$ cat src/verilog/rdc_pkg.sv
// Constants, register map and carrier types of the remote diode compensation and filter block.
// Assumes a register port driven by the serial interface and a conversion sequencer
// and analog front end that run on the same clock.
package rdc_pkg;
  // Register offsets
  localparam logic [7:0] ADDR_TEMP_R1_MSB = 8'h02;
  localparam logic [7:0] ADDR_TEMP_R1_LSB = 8'h03;
  localparam logic [7:0] ADDR_TEMP_R2_MSB = 8'h04;
  localparam logic [7:0] ADDR_TEMP_R2_LSB = 8'h05;
  localparam logic [7:0] ADDR_TEMP_R3_MSB = 8'h06;
  localparam logic [7:0] ADDR_TEMP_R3_LSB = 8'h07;
  localparam logic [7:0] ADDR_IDEAL_FACTOR = 8'h14;
  localparam logic [7:0] ADDR_IDEAL_EN = 8'h15;
  localparam logic [7:0] ADDR_FILTER_EN = 8'h18;
  localparam logic [7:0] ADDR_BETA_EN = 8'h19;
  localparam logic [7:0] ADDR_BETA_R1 = 8'h1a;
  localparam logic [7:0] ADDR_BETA_R2 = 8'h1b;
  localparam logic [7:0] ADDR_BETA_R3 = 8'h1c;
  localparam logic [7:0] ADDR_DIODE_FAULT = 8'h36;
  // Per-channel enable field sits in bits 3:1
  localparam int CH_FIELD_LSB = 1;
  localparam int CH_FIELD_MSB = 3;
  // Reset values
  localparam logic [7:0] RST_IDEAL_FACTOR = 8'h18;
  localparam logic [2:0] RST_CH_ENABLES = 3'h0;
  localparam logic [3:0] RST_BETA_CODE = 4'h0;
  localparam logic [15:0] RST_TEMP = 16'h0000;
  localparam logic [3:0] RST_DRIVE_LEVEL = 4'h0;
  // Fixed default ideality selection code (1.008)
  localparam logic [7:0] DEFAULT_IDEALITY_CODE = 8'h18;
  // Beta code reporting a low-beta fault
  localparam logic [3:0] BETA_FAULT_CODE = 4'hf;
  // Temperature written on any diode fault
  localparam logic [15:0] FAULT_TEMP = 16'h0000;

  typedef enum logic [1:0] {
    ST_IDLE = 2'b00,
    ST_BETA = 2'b01,
    ST_MEAS = 2'b11
  } rdc_state_e;

  // Register access from the serial interface
  typedef struct packed {
    logic wr;
    logic rd;
    logic [7:0] addr;
    logic [7:0] wdata;
  } rdc_reg_req_s;

  // Settings frozen for the conversion in progress
  typedef struct packed {
    logic [1:0] ch;
    logic [7:0] ideality;
    logic beta_en;
  } rdc_conv_s;

  // Measurement result from the front end
  typedef struct packed {
    logic fault;
    logic [15:0] temp;
  } rdc_meas_s;
endpackage

$ cat src/verilog/rdc_avg4.sv
// Four-sample running average per remote channel.
// Assumes push and channel come from the same clock; channel is 1 to 3.
`timescale 1ns/1ns
`default_nettype none
module rdc_avg4 (
  input wire logic clk_in, // Device clock
  input wire logic rst_in, // Asynchronous reset, active high
  input wire logic push_in, // Store sample into history
  input wire logic [1:0] ch_in, // Channel of the sample
  input wire logic [15:0] sample_in, // New conversion result
  output logic [15:0] avg_out // Mean of sample and last three
);
  import rdc_pkg::*;

  // Three most recent samples of each channel
  logic [3:1][2:0][15:0] hist;
  logic [17:0] sum;

  // Sign-extended sum of the new sample and the three before it
  assign sum = {{2{sample_in[15]}}, sample_in} +
               {{2{hist[ch_in][0][15]}}, hist[ch_in][0]} +
               {{2{hist[ch_in][1][15]}}, hist[ch_in][1]} +
               {{2{hist[ch_in][2][15]}}, hist[ch_in][2]};
  assign avg_out = sum[17:2];

  // History is cleared only by reset, so one-shot sequences average across idle gaps
  always_ff @(posedge clk_in or posedge rst_in) begin
    if (rst_in) begin
      hist <= '0;
    end else if (push_in && ch_in != 2'h0) begin
      hist[ch_in] <= {hist[ch_in][1:0], sample_in};
    end
  end
endmodule
`default_nettype wire

$ cat src/verilog/rdc_comp_filter.sv
// Remote diode compensation control: ideality select, beta compensation, low-beta fault,
// diode fault status and the four-conversion averaging filter for remote channels 1 to 3.
// Assumes the serial interface drives the register port and a sequencer and front end on
// the same clock start conversions and return beta and temperature results as pulses.
`timescale 1ns/1ns
`default_nettype none
module rdc_comp_filter (
  input wire logic clk_in, // Device clock, 25 MHz
  input wire logic rst_in, // Asynchronous reset, active high
  input wire rdc_pkg::rdc_reg_req_s reg_req_in, // Register read or write request
  output logic [7:0] reg_rdata_out, // Read data, valid the cycle after rd
  input wire logic conv_start_in, // Start a remote conversion, pulse
  input wire logic [1:0] conv_ch_in, // Channel to convert, 1 to 3
  input wire logic beta_done_in, // Beta measurement finished, pulse
  input wire logic [3:0] beta_code_in, // Minimum beta code from front end
  input wire logic meas_done_in, // Temperature measurement finished, pulse
  input wire rdc_pkg::rdc_meas_s meas_in, // Temperature result and diode fault
  output rdc_pkg::rdc_conv_s conv_cfg_out, // Settings of running conversion
  output logic beta_go_out, // Start beta measurement, pulse
  output logic meas_go_out, // Start temperature measurement, pulse
  output logic [3:0] drive_level_out, // Drive current level for measurement
  output logic busy_out, // Conversion in progress
  output logic [3:1] diode_fault_out // Diode fault flags per channel
);
  import rdc_pkg::*;

  // Registers
  rdc_state_e state;
  logic [7:0] ideal_factor;
  logic [3:1] ideal_en;
  logic [3:1] filt_en;
  logic [3:1] beta_en;
  logic [3:1][3:0] beta_res;
  logic [3:1][15:0] temp;
  logic [3:1] fault;

  // Decoded strobes
  wire start_ok = conv_start_in && state == ST_IDLE && conv_ch_in != 2'h0;
  wire beta_ok = beta_done_in && state == ST_BETA;
  wire meas_ok = meas_done_in && state == ST_MEAS;
  wire low_beta = beta_ok && beta_code_in == BETA_FAULT_CODE;
  wire [1:0] ch = conv_cfg_out.ch;
  wire wr_ideal_factor = reg_req_in.wr && reg_req_in.addr == ADDR_IDEAL_FACTOR;
  wire wr_ideal_en = reg_req_in.wr && reg_req_in.addr == ADDR_IDEAL_EN;
  wire wr_filt_en = reg_req_in.wr && reg_req_in.addr == ADDR_FILTER_EN;
  wire wr_beta_en = reg_req_in.wr && reg_req_in.addr == ADDR_BETA_EN;
  wire [2:0] wr_field = reg_req_in.wdata[CH_FIELD_MSB:CH_FIELD_LSB];

  // Ideality picked when the conversion starts, so later writes wait for the next one
  wire [7:0] next_ideality = ideal_en[conv_ch_in] ? ideal_factor : DEFAULT_IDEALITY_CODE;

  // Averaging path
  wire [15:0] avg;
  wire store_ok = meas_ok && !meas_in.fault;
  wire [15:0] next_temp = filt_en[ch] ? avg : meas_in.temp;

  rdc_avg4 u_avg4 (
    .clk_in(clk_in),
    .rst_in(rst_in),
    .push_in(store_ok),
    .ch_in(ch),
    .sample_in(meas_in.temp),
    .avg_out(avg)
  );

  // Pads a per-channel field into bits 3:1 with reserved bits zero
  function automatic logic [7:0] ch_byte(input logic [3:1] f);
    ch_byte = {4'h0, f, 1'b0};
  endfunction

  // Read decode
  wire [7:0] rd_data =
    (reg_req_in.addr == ADDR_TEMP_R1_MSB) ? temp[1][15:8] :
    (reg_req_in.addr == ADDR_TEMP_R1_LSB) ? temp[1][7:0] :
    (reg_req_in.addr == ADDR_TEMP_R2_MSB) ? temp[2][15:8] :
    (reg_req_in.addr == ADDR_TEMP_R2_LSB) ? temp[2][7:0] :
    (reg_req_in.addr == ADDR_TEMP_R3_MSB) ? temp[3][15:8] :
    (reg_req_in.addr == ADDR_TEMP_R3_LSB) ? temp[3][7:0] :
    (reg_req_in.addr == ADDR_IDEAL_FACTOR) ? ideal_factor :
    (reg_req_in.addr == ADDR_IDEAL_EN) ? ch_byte(ideal_en) :
    (reg_req_in.addr == ADDR_FILTER_EN) ? ch_byte(filt_en) :
    (reg_req_in.addr == ADDR_BETA_EN) ? ch_byte(beta_en) :
    (reg_req_in.addr == ADDR_BETA_R1) ? {4'h0, beta_res[1]} :
    (reg_req_in.addr == ADDR_BETA_R2) ? {4'h0, beta_res[2]} :
    (reg_req_in.addr == ADDR_BETA_R3) ? {4'h0, beta_res[3]} :
    (reg_req_in.addr == ADDR_DIODE_FAULT) ? ch_byte(fault) :
    8'h00;

  always_ff @(posedge clk_in or posedge rst_in) begin
    if (rst_in) begin
      reg_rdata_out <= 8'h00;
    end else if (reg_req_in.rd) begin
      reg_rdata_out <= rd_data;
    end
  end

  // Writable registers; the enable registers keep only bits 3:1, ideal_factor keeps all eight bits
  always_ff @(posedge clk_in or posedge rst_in) begin
    if (rst_in) begin
      ideal_factor <= RST_IDEAL_FACTOR;
      ideal_en <= RST_CH_ENABLES;
      filt_en <= RST_CH_ENABLES;
      beta_en <= RST_CH_ENABLES;
    end else begin
      if (wr_ideal_factor) begin
        ideal_factor <= reg_req_in.wdata;
      end
      if (wr_ideal_en) begin
        ideal_en <= wr_field;
      end
      if (wr_filt_en) begin
        filt_en <= wr_field;
      end
      if (wr_beta_en) begin
        beta_en <= wr_field;
      end
    end
  end

  // Conversion sequence: settings frozen at start, beta first when enabled
  always_ff @(posedge clk_in or posedge rst_in) begin
    if (rst_in) begin
      state <= ST_IDLE;
      conv_cfg_out <= '0;
      beta_go_out <= 1'b0;
      meas_go_out <= 1'b0;
      drive_level_out <= RST_DRIVE_LEVEL;
    end else begin
      beta_go_out <= 1'b0;
      meas_go_out <= 1'b0;
      case (state)
        ST_IDLE: begin
          if (start_ok) begin
            conv_cfg_out.ch <= conv_ch_in;
            conv_cfg_out.ideality <= next_ideality;
            conv_cfg_out.beta_en <= beta_en[conv_ch_in];
            if (beta_en[conv_ch_in]) begin
              state <= ST_BETA;
              beta_go_out <= 1'b1;
            end else begin
              state <= ST_MEAS;
              drive_level_out <= RST_DRIVE_LEVEL;
              meas_go_out <= 1'b1;
            end
          end
        end
        ST_BETA: begin
          if (low_beta) begin
            state <= ST_IDLE;
          end else if (beta_ok) begin
            state <= ST_MEAS;
            drive_level_out <= beta_code_in;
            meas_go_out <= 1'b1;
          end
        end
        ST_MEAS: begin
          if (meas_ok) begin
            state <= ST_IDLE;
          end
        end
        default: begin
          state <= ST_IDLE;
        end
      endcase
    end
  end

  // Beta results, temperatures and fault flags change only when a step completes
  always_ff @(posedge clk_in or posedge rst_in) begin
    if (rst_in) begin
      beta_res <= {3{RST_BETA_CODE}};
      temp <= {3{RST_TEMP}};
      fault <= RST_CH_ENABLES;
    end else if (low_beta) begin
      beta_res[ch] <= beta_code_in;
      temp[ch] <= FAULT_TEMP;
      fault[ch] <= 1'b1;
    end else if (beta_ok) begin
      beta_res[ch] <= beta_code_in;
    end else if (meas_ok) begin
      temp[ch] <= meas_in.fault ? FAULT_TEMP : next_temp;
      fault[ch] <= meas_in.fault;
    end
  end

  // Status outputs from flops
  always_ff @(posedge clk_in or posedge rst_in) begin
    if (rst_in) begin
      busy_out <= 1'b0;
      diode_fault_out <= RST_CH_ENABLES;
    end else begin
      busy_out <= (state != ST_IDLE) || start_ok;
      diode_fault_out <= fault;
    end
  end

  // Checks
  ideal_sel_a: assert property (@(posedge clk_in) disable iff (rst_in)
    start_ok |=> conv_cfg_out.ideality ==
      ($past(ideal_en[conv_ch_in]) ? $past(ideal_factor) : DEFAULT_IDEALITY_CODE))
    else $error("ideality selection wrong at conversion start");

  beta_en_map_a: assert property (@(posedge clk_in) disable iff (rst_in)
    wr_beta_en |=> ch_byte(beta_en) == {4'h0, $past(reg_req_in.wdata[3:1]), 1'b0})
    else $error("beta enable bits not stored in bits 3 to 1");

  cfg_frozen_a: assert property (@(posedge clk_in) disable iff (rst_in)
    (state != ST_IDLE) |=> $stable(conv_cfg_out))
    else $error("conversion settings changed while running");

  beta_first_a: assert property (@(posedge clk_in) disable iff (rst_in)
    (start_ok && beta_en[conv_ch_in]) |=> beta_go_out && !meas_go_out ##0
      (!meas_go_out throughout (state == ST_BETA)[*1]))
    else $error("temperature started before beta measurement");

  beta_store_a: assert property (@(posedge clk_in) disable iff (rst_in)
    beta_ok |=> beta_res[$past(ch)] == $past(beta_code_in))
    else $error("beta result not captured");

  beta_rsvd_a: assert property (@(posedge clk_in) disable iff (rst_in)
    (reg_req_in.rd && reg_req_in.addr >= ADDR_BETA_R1 && reg_req_in.addr <= ADDR_BETA_R3)
      |=> reg_rdata_out[7:4] == 4'h0)
    else $error("beta result reserved bits not zero");

  low_beta_a: assert property (@(posedge clk_in) disable iff (rst_in)
    low_beta |=> temp[$past(ch)] == FAULT_TEMP && fault[$past(ch)] &&
      state == ST_IDLE && !meas_go_out)
    else $error("low beta did not skip and flag the channel");

  filter_avg_a: assert property (@(posedge clk_in) disable iff (rst_in)
    (store_ok && filt_en[ch]) |=> temp[$past(ch)] == $past(avg))
    else $error("filtered result is not the four-sample mean");

  filter_raw_a: assert property (@(posedge clk_in) disable iff (rst_in)
    (store_ok && !filt_en[ch]) |=> temp[$past(ch)] == $past(meas_in.temp))
    else $error("unfiltered result altered");

  temp_hold_a: assert property (@(posedge clk_in) disable iff (rst_in)
    !(meas_ok || low_beta) |=> $stable(temp))
    else $error("temperature changed without a completed conversion");

  fault_out_a: assert property (@(posedge clk_in) disable iff (rst_in)
    low_beta |=> ##1 diode_fault_out[$past(ch, 2)])
    else $error("low beta fault not reported");

  rsvd_write_a: assert property (@(posedge clk_in) disable iff (rst_in)
    (reg_req_in.rd && (reg_req_in.addr == ADDR_FILTER_EN || reg_req_in.addr == ADDR_IDEAL_EN))
      |=> reg_rdata_out[7:4] == 4'h0 && !reg_rdata_out[0])
    else $error("reserved enable bits read nonzero");
endmodule
`default_nettype wire

$ cat config.mk
export PLATFORM = sky130hd
export DESIGN_NAME = rdc_comp_filter
export DESIGN_NICKNAME = d
export VERILOG_FILES = /design/src/verilog/rdc_pkg.sv /design/src/verilog/rdc_avg4.sv /design/src/verilog/rdc_comp_filter.sv
export SDC_FILE = /design/constraint.sdc
export NUM_CORES = 1
export LEC_CHECK = 0
export BUFFER_PORTS_ARGS = -buffer_cell sky130_fd_sc_hd__buf_2
export CORE_MARGIN = 10
export CORE_UTILIZATION = 40
export DETAILED_ROUTE_END_ITERATION = 8
export PLACE_DENSITY_LB_ADDON = 0.1
export SYNTH_ARGS = -nofsm -noshare
export SYNTH_HDL_FRONTEND = slang
export SYNTH_SLANG_ARGS = --single-unit
$ cat constraint.sdc
create_clock -name clk_in -period 13.2 [get_ports clk_in]
set_input_delay 1.32 -clock clk_in [delete_from_list [all_inputs] [get_ports clk_in]]
set_output_delay 1.32 -clock clk_in [all_outputs]
set_load 0.1 [all_outputs]
# Word-level counts from Yosys, hierarchy flattened
# Index checks and enable logic that the tools add are counted.
classes:
  add_sub_neg: 3
  n_lt_le_gt_ge: 3
  eq_ne: 24
  muxes: 64
  bitwise: 3
  n_reduce_logical: 25
op_table:
  columns: ["cell", "n"]
  rows:
  - ["$mux W48", 5]
  - ["$bwmux W144", 1]
  - ["$bmux W48 S2", 1]
  - ["$demux W48 S2", 1]
  - ["$mux W8", 8]
  - ["$eq A8 B5 Y1 const B", 7]
  - ["$and A48 B48 Y48", 1]
  - ["$bwmux W48", 1]
  - ["$mux W16", 3]
  - ["$mux W4", 12]
  - ["$not A48 Y48", 1]
  - ["$add A18 B18 Y18", 2]
  - ["$demux W16 S2", 1]
  - ["$eq A8 B3 Y1 const B", 4]
  - ["$mux W12", 2]
  - ["$add A16 B16 Y17", 1]
  - ["$eq A8 B2 Y1 const B", 2]
  - ["$bwmux W12", 1]
  - ["$logic_and A1 B1 Y1", 12]
  - ["$reduce_bool A2 Y1", 6]
  - ["$mux W1", 11]
  - ["$mux W2", 5]
  - ["$ne A2 B2 Y1 const B", 5]
  - ["$mux W3", 3]
  - ["22 further kinds", 26]
word_totals:
  register_bits: 255
  inputBits: 46
  wordCells: 152

# Depth between registers and ports, before layout
depth:
  depth_word: 15
  depth_mapped: 23
  mapped_depth_nobuf: 21

# Modules after synthesis
# Synthesis repeated with hierarchy kept, for this count alone.
unflattened:
  hier_cells: 1294
  hier_area_um2: 13270.2
modules_own_cells:
  columns: ["mod", "instances", "cells_per_inst", "area_per_inst_um2"]
  rows:
  - ["rdc_avg4", 1, 805, 7866.3]
  - ["rdc_comp_filter", 1, 489, 5403.9]

# Worst setup path before layout
# Ideal clock, no wire load.
synth_timing:
  kind: "reg2reg"
  startpoint: "register, netlist name ch[1]"
  endpoint: "register temp[13] (netlist name)"
  setup_ns: 0.133
  arrival_time_ns: 5.876
  slack_ns: 7.191
  stages_incl_launch_ff: 23
  path_buffers: 2
  synth_period_minus_slack_ns: 6.009
  path_cell_list: "dfrtp_1 > buf_2 > buf_1 > mux2_2 > a22oi_1 > inv_1 > ha_1 > fa_1 > a211oi_1 > o21ai_1 > a41o_1 > nor4_2 > nor2_1 > a21oi_1 > xnor2_1 > fa_1 > ha_1 > or2_2 > o22a_1 > a21bo_2 > nor3b_1 > nor3_1 > o21ai_0"
synth_via:
  elab_chain_len: 11
synth_lines:
  columns: ["item", "line", "text"]
  rows:
  - ["$bmux W48 S2", "rdc_avg4.sv:21, rdc_avg4.sv:22, rdc_avg4.sv:23", null]
  - ["$mux W48 (not written as such)", "rdc_avg4.sv:22", "{{2{hist[ch_in][1][15]}}, hist[ch_in][1]} +"]
  - ["$add A16 B16 Y17", "rdc_avg4.sv:20", "assign sum = {{2{sample_in[15]}}, sample_in} +"]
  - ["$add A18 B18 Y18", "rdc_avg4.sv:21", "{{2{hist[ch_in][0][15]}}, hist[ch_in][0]} +"]
  - ["$add A18 B18 Y18", "rdc_avg4.sv:22", null]
  - ["$mux W16", "rdc_comp_filter.sv:55", "wire [15:0] next_temp = filt_en[ch] ? avg : meas_in.temp;"]
  - ["$mux W16", "rdc_comp_filter.sv:181", "temp[ch] <= meas_in.fault ? FAULT_TEMP : next_temp;"]
  - ["$bwmux W48", "rdc_comp_filter.sv:181", null]
  - ["$mux W48", "rdc_comp_filter.sv:180", "end else if (meas_ok) begin"]
  - ["$mux W48", "rdc_comp_filter.sv:178", "end else if (beta_ok) begin"]
  - ["$mux W48 (*)", "rdc_comp_filter.sv:174", "end else if (low_beta) begin"]
  - ["end signal: assignment", "rdc_comp_filter.sv:172", "temp <= {3{RST_TEMP}};"]
  - ["end signal: indexed assignment", "rdc_comp_filter.sv:181", null]
  - ["end: declaration", "rdc_comp_filter.sv:34", "logic [3:1][15:0] temp;"]
# Every way passes the cells marked *; elsewhere a longest branch is shown, timed or not. The select of a mux whose other input is x is not followed.
# A chain may end at the register's enable or synchronous reset.

# Worst setup path after layout
layout_timing:
  startpoint: "register, netlist name ch[0]"
  endpoint: "register temp[29] (netlist name)"
layout_via:
  elab_chain_len: 11
layout_lines:
  columns: ["item", "line"]
  rows:
  - ["$bmux W48 S2", "rdc_avg4.sv:21, rdc_avg4.sv:22, rdc_avg4.sv:23"]
  - ["$mux W48 (not written as such)", "rdc_avg4.sv:22"]
  - ["$add A16 B16 Y17", "rdc_avg4.sv:20"]
  - ["$add A18 B18 Y18", "rdc_avg4.sv:21"]
  - ["$add A18 B18 Y18", "rdc_avg4.sv:22"]
  - ["$mux W16", "rdc_comp_filter.sv:55"]
  - ["$mux W16", "rdc_comp_filter.sv:181"]
  - ["$bwmux W48", "rdc_comp_filter.sv:181"]
  - ["$mux W48", "rdc_comp_filter.sv:180"]
  - ["$mux W48", "rdc_comp_filter.sv:178"]
  - ["$mux W48 (*)", "rdc_comp_filter.sv:174"]
# Marks and branches as above.

==> impl_metrics.env <==
export IMPL_outcome="completed"
export IMPL_die_area_sq_um=40700
export IMPL_cts_setup_buffers=0
export IMPL_synthTopCellsByArea="dfrtp_1 48%, nand2_1 9.4%, mux2_2 6.7%, o21ai_0 6.1%, ha_1 3.0%"
export IMPL_yosysMostFrequentCell="nand2_1"
export IMPL_n_fill_cell=3201
export IMPL_rsz0062_at_grt="false"
export IMPL_synth_top_cell_area_share_pct=48.0
export IMPL_hold_violations=0
export IMPL_gr_usage_met2_pct=28.6
export IMPL_dp_hpwl_um=24700
export IMPL_drv_cap=0
export IMPL_syn_nets=1477
export IMPL_yosysTopAreaCell="dfrtp_1"
export IMPL_grt_pass1_wl_um=58900
export IMPL_cts_sinks=255
export IMPL_finalSetupViolations=0
export IMPL_grt_max_degree=128
export IMPL_max_freq_mhz=159
export IMPL_yosys_top_cells_count="331 x nand2_1, 253 x dfrtp_1, 160 x o21ai_0"
export IMPL_preCtsSetupSlack_ps=6890
export IMPL_die_h_um=202
export IMPL_post_route_drc_count=0
export IMPL_fin_crit_sh_pct=47.6
export IMPL_required_ps=13620
export IMPL_first_pass_iters=5
export IMPL_ys_warn_count=0
export IMPL_clkPwrFrac_pct=28.0
export IMPL_gr_usage_met3_pct=2.43
export IMPL_nets=1522
export IMPL_ys_ff_latch=255
export IMPL_io_buffers=74
export IMPL_seq_area_frac_synth_pct=48.4
export IMPL_postLayoutCoreUtil_pct=46.0
export IMPL_maxSlewViolCount=0
export IMPL_finalCriticalPeriod_ps=6290
export IMPL_cts_made_buffers=31
export IMPL_worst_pin_slew_ps=1060
export IMPL_syn_area_sq_um=13200
export IMPL_cts_tree="done"
export IMPL_clk_root_buffer_cell="clkbuf_16"
export IMPL_power_density_nw_per_um2=200
export IMPL_final_antenna_net_count=0
export IMPL_chipWidth_um=202
export IMPL_synth_ff_type="dfrtp_1"
export IMPL_place_inst=1835
export IMPL_grt_pass1_vias=10100
export IMPL_path_class="reg -> reg"
export IMPL_design_core_area_sq_um=32500
export IMPL_critPathCaptureType="flop"
export IMPL_synth_edf_count=0
export IMPL_layout_cells_non_filler=1890
export IMPL_arrival_ps=6710
export IMPL_worstHoldPathType="reg -> reg"
export IMPL_grt_busiest_layer="met2"
export IMPL_ctsHoldBuffers=0
export IMPL_drive_gt1_share_pct=16.4
export IMPL_cts_buffer_depth=3
export IMPL_crit_fanout=49
export IMPL_grt_overflow=0
export IMPL_vias_per_cell=5.30
export IMPL_synthDistinctLibCells=68
export IMPL_grt_total_usage_pct=17.7
export IMPL_grt_util_met1_pct=24.8
export IMPL_layout_setup_ws_ps=6910
export IMPL_routed_wirelength_um=36200
export IMPL_antenna_found_initial=0
export IMPL_p_comb_share_pct=34.3
export IMPL_async_flop_share_pct=100
export IMPL_vdd_drop_max_mv=0.117
export IMPL_io_pins=75
export IMPL_gp_congestion=0.823
export IMPL_p_int_w=0.00186
export IMPL_power_frac_seq_pct=37.6
export IMPL_cp_start_kind="flop"
export IMPL_wl_per_cell_um=19.2
export IMPL_register_area_sq_um=6390
export IMPL_ctsResizeCount=0
export IMPL_swShare_pct=37.8
export IMPL_leakage_nw=7.15
export IMPL_syn_inst=1381
export IMPL_p_sw_w=0.00113
export IMPL_avgSynthCellArea_sq_um=9.56
export IMPL_syn2layout_area_growth_pct=13.3
export IMPL_path_clk_slew_ps=60
export IMPL_start_util_pct=40.6
export IMPL_hold_slack_ps=434
export IMPL_finClkSkew_ps=15.4
export IMPL_vias=10000
export IMPL_insertion_delay_ps=560
export IMPL_antenna_cells=0
export IMPL_tns_ps=0
export IMPL_htree_levels=1
export IMPL_multi_input_area_sq_um=6360
export IMPL_drt_iter0_markers=546
export IMPL_rows=66
export IMPL_max_slew_margin_rel_pct=28.8
[critical path, stage by stage, from the launching register on]
cell and delay [ps]:
dfrtp_2 730, buf_4 490, nor2b_4 60, buf_4 320
a22oi_1 370, inv_1 80, ha_1 230, fa_1 430
a211oi_1 310, o21ai_1 170, a41o_1 280, nor4_2 210
nor2_1 80, a21oi_1 170, xnor2_1 170, fa_1 450
ha_1 230, or2_2 320, o22a_1 200, a21bo_2 230
nor3b_1 130, nor3_1 280, o21ai_0 140
[final cells by class]
type | instances | share of cell area, %
sequential | 255 | 42.7
timing repair buffer | 85 | 3.03
clock inverter | 4 | 0.519
clock buffer | 51 | 6.22
multi-input combinational | 1004 | 42.5
tap | 442 | 3.70
inverter | 49 | 1.28
[cell usage in the layout, fill, tap and decap left out, types with 6 or more instances in the layout]
master     instances
buf_4             11
a21oi_1           53
xnor2_1           16
a31oi_1            6
mux2_2            79
xor2_1             6
fa_1              18
inv_1             48
ha_1              32
a21o_1             6
clkbuf_8           8
clkbuf_16         31
buf_2             74
clkbuf_1          12
o21a_1            11
a211oi_1           6
a22oi_1           44
nor3_1            11
nand2b_1           9
nor2b_1           12
mux2i_1           13
dfrtp_1          251
o21ai_0          160
nand2_1          329
a22o_1            36
nor2_1            56
nand3_1           13
[layer usage]
metal	share of wire, %	vias up
li1	-	4899
met1	49	4930
met2	46	149
met3	3.1	40
met4	1.8	0
met5	0	-
[final timing paths]
kind	startpoint	end	slack (ps)	cells past startpoint
worst max-delay path	ch[0]$_DFFE_PP0P_	temp[29]$_DFFE_PP0P_	6910	22
worst min-delay path	fault[3]$_DFFE_PP0P_	diode_fault_out[3]$_DFF_PP0_	430	0
worst max register to register	ch[0]$_DFFE_PP0P_	temp[29]$_DFFE_PP0P_	6910	22
worst min register to register	fault[3]$_DFFE_PP0P_	diode_fault_out[3]$_DFF_PP0_	430	0
max in group asynchronous	rst_in	u_avg4.hist[61]$_DFFE_PP0P_	10130	4
min in group asynchronous	rst_in	drive_level_out[2]$_DFFE_PP0P_	930	2
[sequential cells by signal, summed over array words and instances (netlist names)]
| register | count |
|---|---|
| u_avg4.hist | 144 |
| temp | 48 |
| beta_res | 12 |
| conv_cfg_out | 9 |
| ideal_factor | 8 |
| reg_rdata_out | 8 |
| drive_level_out | 4 |
| beta_en | 3 |
| diode_fault_out | 3 |
| fault | 3 |
| filt_en | 3 |
| ideal_en | 3 |
| ch | 2 |
| state | 2 |
| beta_go_out | 1 |
| busy_out | 1 |
| meas_go_out | 1 |
[through the flow]
stage	total power, W	area, sq um
floorplan	0.00191	13200
global placement	0.00216	13900
detailed placement	0.00217	13900
CTS	0.00303	15000
global route	0.00320	15000
finish	0.00299	15000
[power by group through the flow]
stage / Combinational, W / Sequential [W] / Clock [W]
floorplan: 0.000698 / 0.00121 / 0
global placement: 0.00102 / 0.00113 / 0
detailed placement: 0.00104 / 0.00114 / 0
CTS: 0.00104 / 0.00113 / 0.000864
global route: 0.00115 / 0.00115 / 0.000898
finish: 0.00103 / 0.00113 / 0.000840
[logic make-up (layout without fill, tap and decap cells)]
kind of cell	count (synthesis)	count (layout)	synth area share, %
multiplexers	96	96	8.32
buffers and inverters	122	189	3.67
flip-flops	255	255	48.4
AND/OR/NAND/NOR	463	463	14.6
XOR/XNOR	22	22	1.46
adder cells (fa/ha/maj)	50	50	5.76
AO/OA/AOI/OAI	373	373	17.9
Power figures use the tool's default switching activity.
